### src/verilog/startup_seq_pkg.sv
// Purpose: shared constants and carrier types for the led driver startup sequencer
// Assumes: 50 MHz clock_in; analog comparators arrive as asynchronous levels
// Notes: times are kept in their printed unit, cycle counts derive from them
package startup_seq_pkg;

    localparam int CLOCK_HZ = 50000000; // system clock rate
    localparam int NUM_CHANNELS = 6; // led current sinks

    // sequencing times in microseconds
    localparam int SHUTDOWN_DELAY_US = 16000; // wake low filter
    localparam int DETECT_WAIT_US = 1500; // led pin settle wait
    localparam int SOFT_START_US = 16000; // soft-start timer
    localparam int LATCH_CLEAR_US = 16000; // dimming low latch clear filter

    // derived cycle counts
    localparam int SHUTDOWN_DELAY_CYC = (CLOCK_HZ / 1000000) * SHUTDOWN_DELAY_US;
    localparam int DETECT_WAIT_CYC = (CLOCK_HZ / 1000000) * DETECT_WAIT_US;
    localparam int SOFT_START_CYC = (CLOCK_HZ / 1000000) * SOFT_START_US;
    localparam int LATCH_CLEAR_CYC = (CLOCK_HZ / 1000000) * LATCH_CLEAR_US;

    localparam int TIMER_WIDTH = 24; // wide enough for 800000 cycles

    // sequencer states
    typedef enum logic [2:0] {
        ST_OFF = 3'h0,
        ST_GATE_PULL = 3'h1,
        ST_WAIT_DIM = 3'h2,
        ST_DETECT = 3'h3,
        ST_SOFT_START = 3'h4,
        ST_RUN = 3'h5,
        ST_LATCHED = 3'h6
    } seq_state_type;

    // per-channel led pin comparator levels
    typedef struct packed {
        logic above_short; // above short threshold (~120 mV)
        logic above_in_use; // above in-use threshold (~340 mV)
        logic in_regulation; // sink at regulation current
    } led_sense_type;

    // power-up check comparators
    typedef struct packed {
        logic output_shorted; // output shorted to ground
        logic frequency_set_pin_fault; // frequency set pin open or shorted
        logic current_set_pin_fault; // current set pin open or shorted
        logic output_above_uv; // sensed output above overvoltage level / 12
        logic output_at_93pct; // output at 93% of overvoltage threshold
        logic gate_pulled; // disconnect gate at supply minus 3.3 V
    } power_sense_type;

endpackage : startup_seq_pkg

### src/verilog/hold_timer.sv
// Purpose: counts cycles while a qualifying level holds, flags expiry
// Assumes: condition is already synchronous to clock_in
// Notes: restarts from zero whenever the condition drops
`timescale 1ns/1ns
module hold_timer #(
    parameter int LIMIT = 800000,
    parameter int WIDTH = 24
) (
    // clock and reset
    input wire logic clock_in,
    input wire logic srst_in,
    // condition and result
    input wire logic hold_in,
    output logic expired_out
);
    import startup_seq_pkg::*;

    localparam logic [WIDTH-1:0] LAST = WIDTH'(LIMIT - 1); // terminal count

    logic [WIDTH-1:0] count_reg; // cycles the condition has held

    // count up while held, saturate at the terminal count, clear when released
    always_ff @(posedge clock_in) begin
        if (srst_in || !hold_in) begin
            count_reg <= '0;
            expired_out <= 1'b0;
        end else if (count_reg == LAST) begin
            expired_out <= 1'b1;
        end else begin
            count_reg <= count_reg + 1'b1;
        end
    end

endmodule : hold_timer

### src/verilog/led_startup_sequencer.sv
// Purpose: startup and fault sequencer of a six-channel led boost driver
// Assumes: all sense inputs are asynchronous levels and are synchronised here
// Notes: the host drives wake and dimming gate; they may be tied together
// Summary of operation
// wake needs wake input and supply above lockout
// boost and channels enabled only by dimming gate
// power-up checks must pass before switching
// wake low over 16 ms shuts off
// detection needs dimming gate and pulled gate
// wait 1.5 ms after pins exceed 120 mV
// classify pins as short, unused, in use
// unused channels excluded from regulation loop
// short faults drive fault low, retry
// led short fault released at detection end
// output undervoltage blocks soft-start
// undervoltage fault latches device off
// latch clears on lockout or wake low
// latch clears on dimming low 16 ms
// soft-start ends at first of three events
// soft-start follows detection, 16 ms timer
// wake ramps regulator, clock out, gate pull
// gate reached enables current reference, await dimming
// host may tie wake and dimming together
// wait 1.5 ms short test before soft-start
// timers clocked internally, reset when condition ends
`timescale 1ns/1ns
module led_startup_sequencer #(
    parameter int CHANNELS = startup_seq_pkg::NUM_CHANNELS,
    parameter int SHUTDOWN_CYC = startup_seq_pkg::SHUTDOWN_DELAY_CYC,
    parameter int DETECT_CYC = startup_seq_pkg::DETECT_WAIT_CYC,
    parameter int SOFT_CYC = startup_seq_pkg::SOFT_START_CYC,
    parameter int CLEAR_CYC = startup_seq_pkg::LATCH_CLEAR_CYC
) (
    // clock and reset
    input wire logic clock_in,
    input wire logic srst_in,
    // host inputs
    input wire logic wake_in,
    input wire logic dim_gate_in,
    // supply monitor
    input wire logic supply_ok_in,
    // analog sense levels
    input wire startup_seq_pkg::power_sense_type power_sense_in,
    input wire startup_seq_pkg::led_sense_type [CHANNELS-1:0] led_sense_in,
    // power control outputs
    output logic regulator_on_out,
    output logic clock_output_en_out,
    output logic gate_pull_out,
    output logic current_ref_en_out,
    output logic boost_en_out,
    output logic soft_start_out,
    // channel outputs
    output logic [CHANNELS-1:0] channel_en_out,
    // status outputs
    output logic fault_n_out,
    output logic output_undervoltage_fault_out,
    output startup_seq_pkg::seq_state_type state_out
);
    import startup_seq_pkg::*;

    // two-flop synchronisers, first stage read only by the second
    // host pins and supply monitor
    logic [2:0] host_meta_reg;
    logic [2:0] host_sync_reg;
    // power-up check comparators
    power_sense_type power_meta_reg;
    power_sense_type power_sync_reg;
    // per-channel pin comparators
    led_sense_type [CHANNELS-1:0] led_meta_reg;
    led_sense_type [CHANNELS-1:0] led_sync_reg;

    // synchronised names
    logic wake;
    logic dim_gate;
    logic supply_ok;

    seq_state_type state_reg; // sequencer state
    seq_state_type state_next;
    logic [CHANNELS-1:0] used_reg; // channels found in use
    logic uv_latch_reg; // latched output undervoltage
    logic uv_latch_next; // latch value after this edge
    logic led_short_reg; // led short seen in current detection
    logic settle_start_reg; // pins have risen above short level

    // timer results
    logic shutdown_expired;
    logic detect_expired;
    logic soft_expired;
    logic clear_expired;

    // derived conditions
    logic any_short;
    logic all_regulating;
    logic pin_fault;
    logic soft_done;
    logic led_short_live; // led short as it stands after this edge
    logic boosting; // boost stage allowed after this edge

    // pick out the synchronised host levels
    assign wake = host_sync_reg[0];
    assign dim_gate = host_sync_reg[1];
    assign supply_ok = host_sync_reg[2];

    // synchronise every asynchronous input
    always_ff @(posedge clock_in) begin
        if (srst_in) begin
            host_meta_reg <= 3'h0;
            host_sync_reg <= 3'h0;
            power_meta_reg <= '0;
            power_sync_reg <= '0;
            led_meta_reg <= '0;
            led_sync_reg <= '0;
        end else begin
            host_meta_reg <= {supply_ok_in, dim_gate_in, wake_in};
            host_sync_reg <= host_meta_reg;
            power_meta_reg <= power_sense_in;
            power_sync_reg <= power_meta_reg;
            led_meta_reg <= led_sense_in;
            led_sync_reg <= led_meta_reg;
        end
    end

    // channel condition reduction
    always_comb begin
        any_short = 1'b0;
        all_regulating = 1'b1;
        for (int i = 0; i < CHANNELS; i++) begin
            if (!led_sync_reg[i].above_short) begin
                any_short = 1'b1;
            end
            if (used_reg[i] && !led_sync_reg[i].in_regulation) begin
                all_regulating = 1'b0;
            end
        end
    end

    // power-up pin checks
    assign pin_fault = power_sync_reg.output_shorted || power_sync_reg.frequency_set_pin_fault
        || power_sync_reg.current_set_pin_fault;

    // soft-start completes at the first of its three ends
    assign soft_done = all_regulating || power_sync_reg.output_at_93pct || soft_expired;

    // wake low filter, shuts down and clears latch
    hold_timer #(.LIMIT(SHUTDOWN_CYC), .WIDTH(TIMER_WIDTH)) shutdown_timer (
        .clock_in(clock_in),
        .srst_in(srst_in),
        .hold_in(!wake),
        .expired_out(shutdown_expired)
    );

    // detection settle wait after pins rise
    hold_timer #(.LIMIT(DETECT_CYC), .WIDTH(TIMER_WIDTH)) detect_timer (
        .clock_in(clock_in),
        .srst_in(srst_in),
        .hold_in(state_reg == ST_DETECT && settle_start_reg),
        .expired_out(detect_expired)
    );

    // soft-start ramp timer
    hold_timer #(.LIMIT(SOFT_CYC), .WIDTH(TIMER_WIDTH)) soft_timer (
        .clock_in(clock_in),
        .srst_in(srst_in),
        .hold_in(state_reg == ST_SOFT_START),
        .expired_out(soft_expired)
    );

    // dimming low with wake high while latched, clears latch and restarts at gate pull
    hold_timer #(.LIMIT(CLEAR_CYC), .WIDTH(TIMER_WIDTH)) clear_timer (
        .clock_in(clock_in),
        .srst_in(srst_in),
        .hold_in(wake && !dim_gate && state_reg == ST_LATCHED),
        .expired_out(clear_expired)
    );

    // next state
    always_comb begin
        // stay put unless a transition below fires
        state_next = state_reg;
        unique case (state_reg)
            // asleep until wake and supply
            ST_OFF: begin
                if (wake && supply_ok) begin
                    state_next = ST_GATE_PULL;
                end
            end
            // disconnect gate pulling down slowly
            ST_GATE_PULL: begin
                if (power_sync_reg.gate_pulled) begin
                    state_next = ST_WAIT_DIM;
                end
            end
            // reference on, waiting for the dimming gate
            ST_WAIT_DIM: begin
                if (dim_gate && power_sync_reg.gate_pulled && !pin_fault) begin
                    state_next = ST_DETECT;
                end
            end
            // classify pins and check the output
            ST_DETECT: begin
                if (!power_sync_reg.output_above_uv && settle_start_reg) begin
                    state_next = ST_LATCHED;
                end else if (detect_expired && !any_short && !pin_fault) begin
                    state_next = ST_SOFT_START;
                end
            end
            // ramping the output
            ST_SOFT_START: begin
                if (!power_sync_reg.output_above_uv) begin
                    state_next = ST_LATCHED;
                end else if (soft_done) begin
                    state_next = ST_RUN;
                end
            end
            // regulating
            ST_RUN: begin
                if (!power_sync_reg.output_above_uv) begin
                    state_next = ST_LATCHED;
                end
            end
            // off until the latch clears
            ST_LATCHED: begin
                if (clear_expired) begin
                    state_next = ST_GATE_PULL;
                end
            end
            default: begin
                state_next = ST_OFF;
            end
        endcase
        // lockout or long wake low ends everything
        if (!supply_ok || shutdown_expired) begin
            state_next = ST_OFF;
        end
        // dimming low before running returns to waiting
        if ((state_reg == ST_DETECT || state_reg == ST_SOFT_START) && !dim_gate && supply_ok
            && !shutdown_expired) begin
            state_next = ST_WAIT_DIM;
        end
    end

    // state register
    always_ff @(posedge clock_in) begin
        if (srst_in) begin
            state_reg <= ST_OFF;
        end else begin
            state_reg <= state_next;
        end
    end

    // pins above short level start the settle wait
    always_ff @(posedge clock_in) begin
        if (srst_in || state_reg != ST_DETECT) begin
            settle_start_reg <= 1'b0;
        end else if (!any_short) begin
            settle_start_reg <= 1'b1;
        end
    end

    // led short fault stays until detection ends cleanly
    always_ff @(posedge clock_in) begin
        if (srst_in || state_reg == ST_OFF) begin
            led_short_reg <= 1'b0;
        end else if (state_reg == ST_DETECT && any_short) begin
            led_short_reg <= 1'b1;
        end else if (state_reg == ST_DETECT && state_next == ST_SOFT_START) begin
            led_short_reg <= 1'b0;
        end
    end

    // channel classification at end of detection
    always_ff @(posedge clock_in) begin
        if (srst_in || state_reg == ST_OFF) begin
            used_reg <= '0;
        end else if (state_reg == ST_DETECT && state_next == ST_SOFT_START) begin
            // a pin above the in-use level keeps its channel
            for (int i = 0; i < CHANNELS; i++) begin
                used_reg[i] <= led_sync_reg[i].above_in_use;
            end
        end
    end

    // undervoltage latch next value, set wins over clear
    always_comb begin
        uv_latch_next = uv_latch_reg; // hold by default
        // a new fault outranks a clear in the same cycle
        if (state_next == ST_LATCHED) begin
            uv_latch_next = 1'b1;
        end else if (state_next == ST_OFF || clear_expired) begin
            uv_latch_next = 1'b0;
        end
    end

    // undervoltage latch register
    always_ff @(posedge clock_in) begin
        if (srst_in) begin
            uv_latch_reg <= 1'b0;
        end else begin
            uv_latch_reg <= uv_latch_next;
        end
    end

    // led short stays shown until detection hands over to soft-start
    assign led_short_live = (led_short_reg && state_next != ST_SOFT_START)
        || (state_next == ST_DETECT && any_short);

    // boost and channels only with dimming gate high while ramping or running
    assign boosting = dim_gate && (state_next == ST_SOFT_START || state_next == ST_RUN);

    // registered outputs
    always_ff @(posedge clock_in) begin
        if (srst_in) begin
            regulator_on_out <= 1'b0;
            clock_output_en_out <= 1'b0;
            gate_pull_out <= 1'b0;
            current_ref_en_out <= 1'b0;
            boost_en_out <= 1'b0;
            soft_start_out <= 1'b0;
            channel_en_out <= '0;
            fault_n_out <= 1'b1;
            output_undervoltage_fault_out <= 1'b0;
            state_out <= ST_OFF;
        end else begin
            // power rails and gate
            regulator_on_out <= state_next != ST_OFF;
            clock_output_en_out <= state_next != ST_OFF;
            gate_pull_out <= state_next != ST_OFF && state_next != ST_LATCHED;
            current_ref_en_out <= state_next inside {ST_WAIT_DIM, ST_DETECT, ST_SOFT_START, ST_RUN};
            // boost path
            boost_en_out <= boosting;
            soft_start_out <= state_next == ST_SOFT_START;
            // classified channels join one cycle after detection ends
            channel_en_out <= (boosting && state_reg != ST_DETECT) ? used_reg : '0;
            // status follows the values that hold after this edge
            fault_n_out <= !(led_short_live || pin_fault || uv_latch_next);
            output_undervoltage_fault_out <= uv_latch_next;
            state_out <= state_next;
        end
    end

endmodule : led_startup_sequencer

### config.mk
export PLATFORM = sky130hd
export DESIGN_NAME = led_startup_sequencer
export DESIGN_NICKNAME = d
export VERILOG_FILES = /design/src/verilog/startup_seq_pkg.sv /design/src/verilog/hold_timer.sv /design/src/verilog/led_startup_sequencer.sv
export SDC_FILE = /design/constraint.sdc
export NUM_CORES = 1
export LEC_CHECK = 0
export BUFFER_PORTS_ARGS = -buffer_cell sky130_fd_sc_hd__buf_4
export CAP_MARGIN = 20
export CORE_MARGIN = 3
export CORE_UTILIZATION = 55
export DETAILED_ROUTE_END_ITERATION = 6
export MAX_ROUTING_LAYER = met4
export PLACE_DENSITY = 0.77
export REMOVE_ABC_BUFFERS = 1
export SYNTH_ARGS = -nofsm -noshare
export SYNTH_HDL_FRONTEND = slang
export SYNTH_SLANG_ARGS = --single-unit
### constraint.sdc
create_clock -name clock_in -period 4.3 [get_ports clock_in]
set_input_delay 0.86 -clock clock_in [delete_from_list [all_inputs] [get_ports clock_in]]
set_output_delay 0.86 -clock clock_in [all_outputs]
set_load 0.03 [all_outputs]
==> results.yml <==
finish:
  finalInstanceArea_sq_um: 8170
  final_net_count: 851
  area_growth_syn_to_layout_pct: 14.1
  final_core_util: 0.645
  stdcell_count: 1002
  antenna_cells: 0
  drive_gt1_frac: 0.111
synthesis:
  ys_seq_area_frac: 0.498
  synth_area_leaders: "dfxtp_1, nor2_1, nor2b_1"
  synth_flop_cell: "dfxtp_1"
  ys_ff_latch: 178
  synth_edf_count: 0
  syn-cell-area_sq_um: 7160
  synthCells: 787
  yosys.area.top_type: "dfxtp_1"
  synth_most_common_cell: "dfxtp_1"
  synth_top_area_frac: 0.498
  yosysUniqueCellTypes: 57
  synth_warnings: 0
  syn_area_per_cell_sq_um: 9.10
  synthArstFlopShare: 0
  synthTopCellsByCount: "dfxtp_1, nor2_1, nor2b_1, xor2_1, nand2_1"
sta:
  period_share: 0.701
  fin_skew_ns: 0.00976
  worst_pin_slew_ns: 0.954
  rsz0062_at_grt: "false"
  relSlewSlack: 0.362
  hold_violations: 0
  tns_ns: 0
  slew_violations: 0
  hold_ws_ns: 0.442
  setup_viol: 0
  fmax_mhz: 332
  layout_setup_ws_ns: 1.29
  post-route-min-period_ns: 3.01
grt:
  antenna_found_initial: 0
  grt_pass1_vias: 5234
  grt_use_met2: 0.318
  grt-ovfl-total: 0
  grt_first_pass_wirelength_um: 23200
  grt_max_degree: 71
  top_usage_layer: "met2"
  grt_use_met3: 0.0490
  track_usage: 0.202
  met1_usage: 0.251
cts:
  cts.sinks: 178
  cts_resized: 0
  cts_setup_buffers: 0
  tritoncts: "yes"
  clk_path_buf_depth: 2
  root_buffer: "clkbuf_16"
  clock_latency_ns: 0.43
  hold_buffers: 0
  clkTransAtPathRegs_ns: 0.06
  cts_made_buffers: 17
  cts.htree.levels: 4
route:
  routed_wirelength_um: 13500
  drc: 0
  vias: 5446
  first_pass_iters: 5
  antenna_left: 0
  viasPerCell: 5.44
  first_iter_violations: 341
  wl_per_cell_um: 13.4
power:
  ir_drop_uv: 322
  power.density_nw_per_um2: 402
  power.leakage_nw: 2.83
  power.total_mw: 3.29
die:
  core_sq_um: 12700
  pin_count: 46
  start_util: 0.565
  die_area_sq_um: 14400
  dieHeight_um: 120
  die_w_um: 120
  rows: 41
min_path:
  hold_class: "reg -> reg"
  min_path_cells: 1
setup_path:
  cp.required_ns: 4.66
  worstSetupPathType: "reg -> reg"
  cpLargestDelayFamily: "simple AND/OR/NAND/NOR gates"
  worstPathCellList: "nand3b_1 > nor4_1 > o211ai_1 > or2_2 > nor4b_4 > and2_1"
  crit_slowest_cell: "dfxtp_1"
  crit_buf_inv: 0
  r2r_setup_slack_ns: 1.29
  slowest_delay_ns: 0.65
  end_kind: "flip-flop"
  start_kind: "flip-flop"
  cp_max_fo: 16
  crit_arrival_ns: 3.38
  path_depth: 6
  reg2reg_depth: 6
run_status:
  outcome: "finished, final reports clean"
placement:
  gp_congestion: 0.912
  dpl_cell_area_sq_um: 7580
  hpwlAfterDp_um: 9340
  dp_slack_ns: 1.35
  portBuffers: 45
  dp.cells: 971
job:
  drv_cap: 0
==> cells in the final DEF, fill, tap and decap left out, types with 10 or more instances in the layout <==
cell type	instances
a21oi_1	30
and3_1	10
buf_4	45
clkbuf_16	17
dfxtp_1	178
inv_1	25
nand2_1	37
nand3_1	30
nand4_1	30
nor2_1	117
nor2b_1	59
nor3_1	20
nor4_1	18
o21ai_0	19
or3_1	18
xnor2_1	30
xor2_1	39
==> path summary, 6_finish.rpt <==
check	from	end
worst max register to register	state_out[0]	channel_en_out[4]
worst max-delay path	state_out[0]	channel_en_out[4]
worst min-delay path	led_meta_reg[17]	led_sync_reg[17]
worst min register to register	led_meta_reg[17]	led_sync_reg[17]
==> worst register-to-register path, cell delays in order (launching register included) <==
cell	delay, ns
dfxtp_1	0.65
nand3b_1	0.58
nor4_1	0.55
o211ai_1	0.20
or2_2	0.46
nor4b_4	0.34
and2_1	0.18
==> layer usage <==
metal	up-vias	wire length, um
met1	2524	6280
met4	0	226
met3	20	572
met5	-	0
li1	2773	-
met2	129	6380
==> cell families (layout without fill, tap and decap cells) <==
| group | after synthesis | count (layout) | share of synthesized area |
|---|---|---|---|
| simple gates | 388 | 388 | 0.290 |
| xor+xnor | 69 | 69 | 0.0844 |
| fa+ha+maj | 4 | 4 | 0.00699 |
| buf+inv | 58 | 101 | 0.0323 |
| compound gates | 84 | 84 | 0.0802 |
| mux | 6 | 6 | 0.00839 |
| flops | 178 | 178 | 0.498 |
==> final cells by class <==
class / count / area (sq um)
Clock inverter: 12 / 159
Timing Repair Buffer: 45 / 338
Clock buffer: 19 / 433
Sequential cell: 178 / 3560
Multi-Input combinational cell: 551 / 3370
Inverter: 25 / 93.8
Tap cell: 172 / 215
Fill cell: 1051 / 4500
==> power breakdown <==
group	switching (mW)	internal, mW	total (mW)
Sequential	0.00981	1.68	1.68
Combinational	0.0298	0.0343	0.0641
Clock	0.623	0.914	1.54
(Power assumes the default switching activity.)
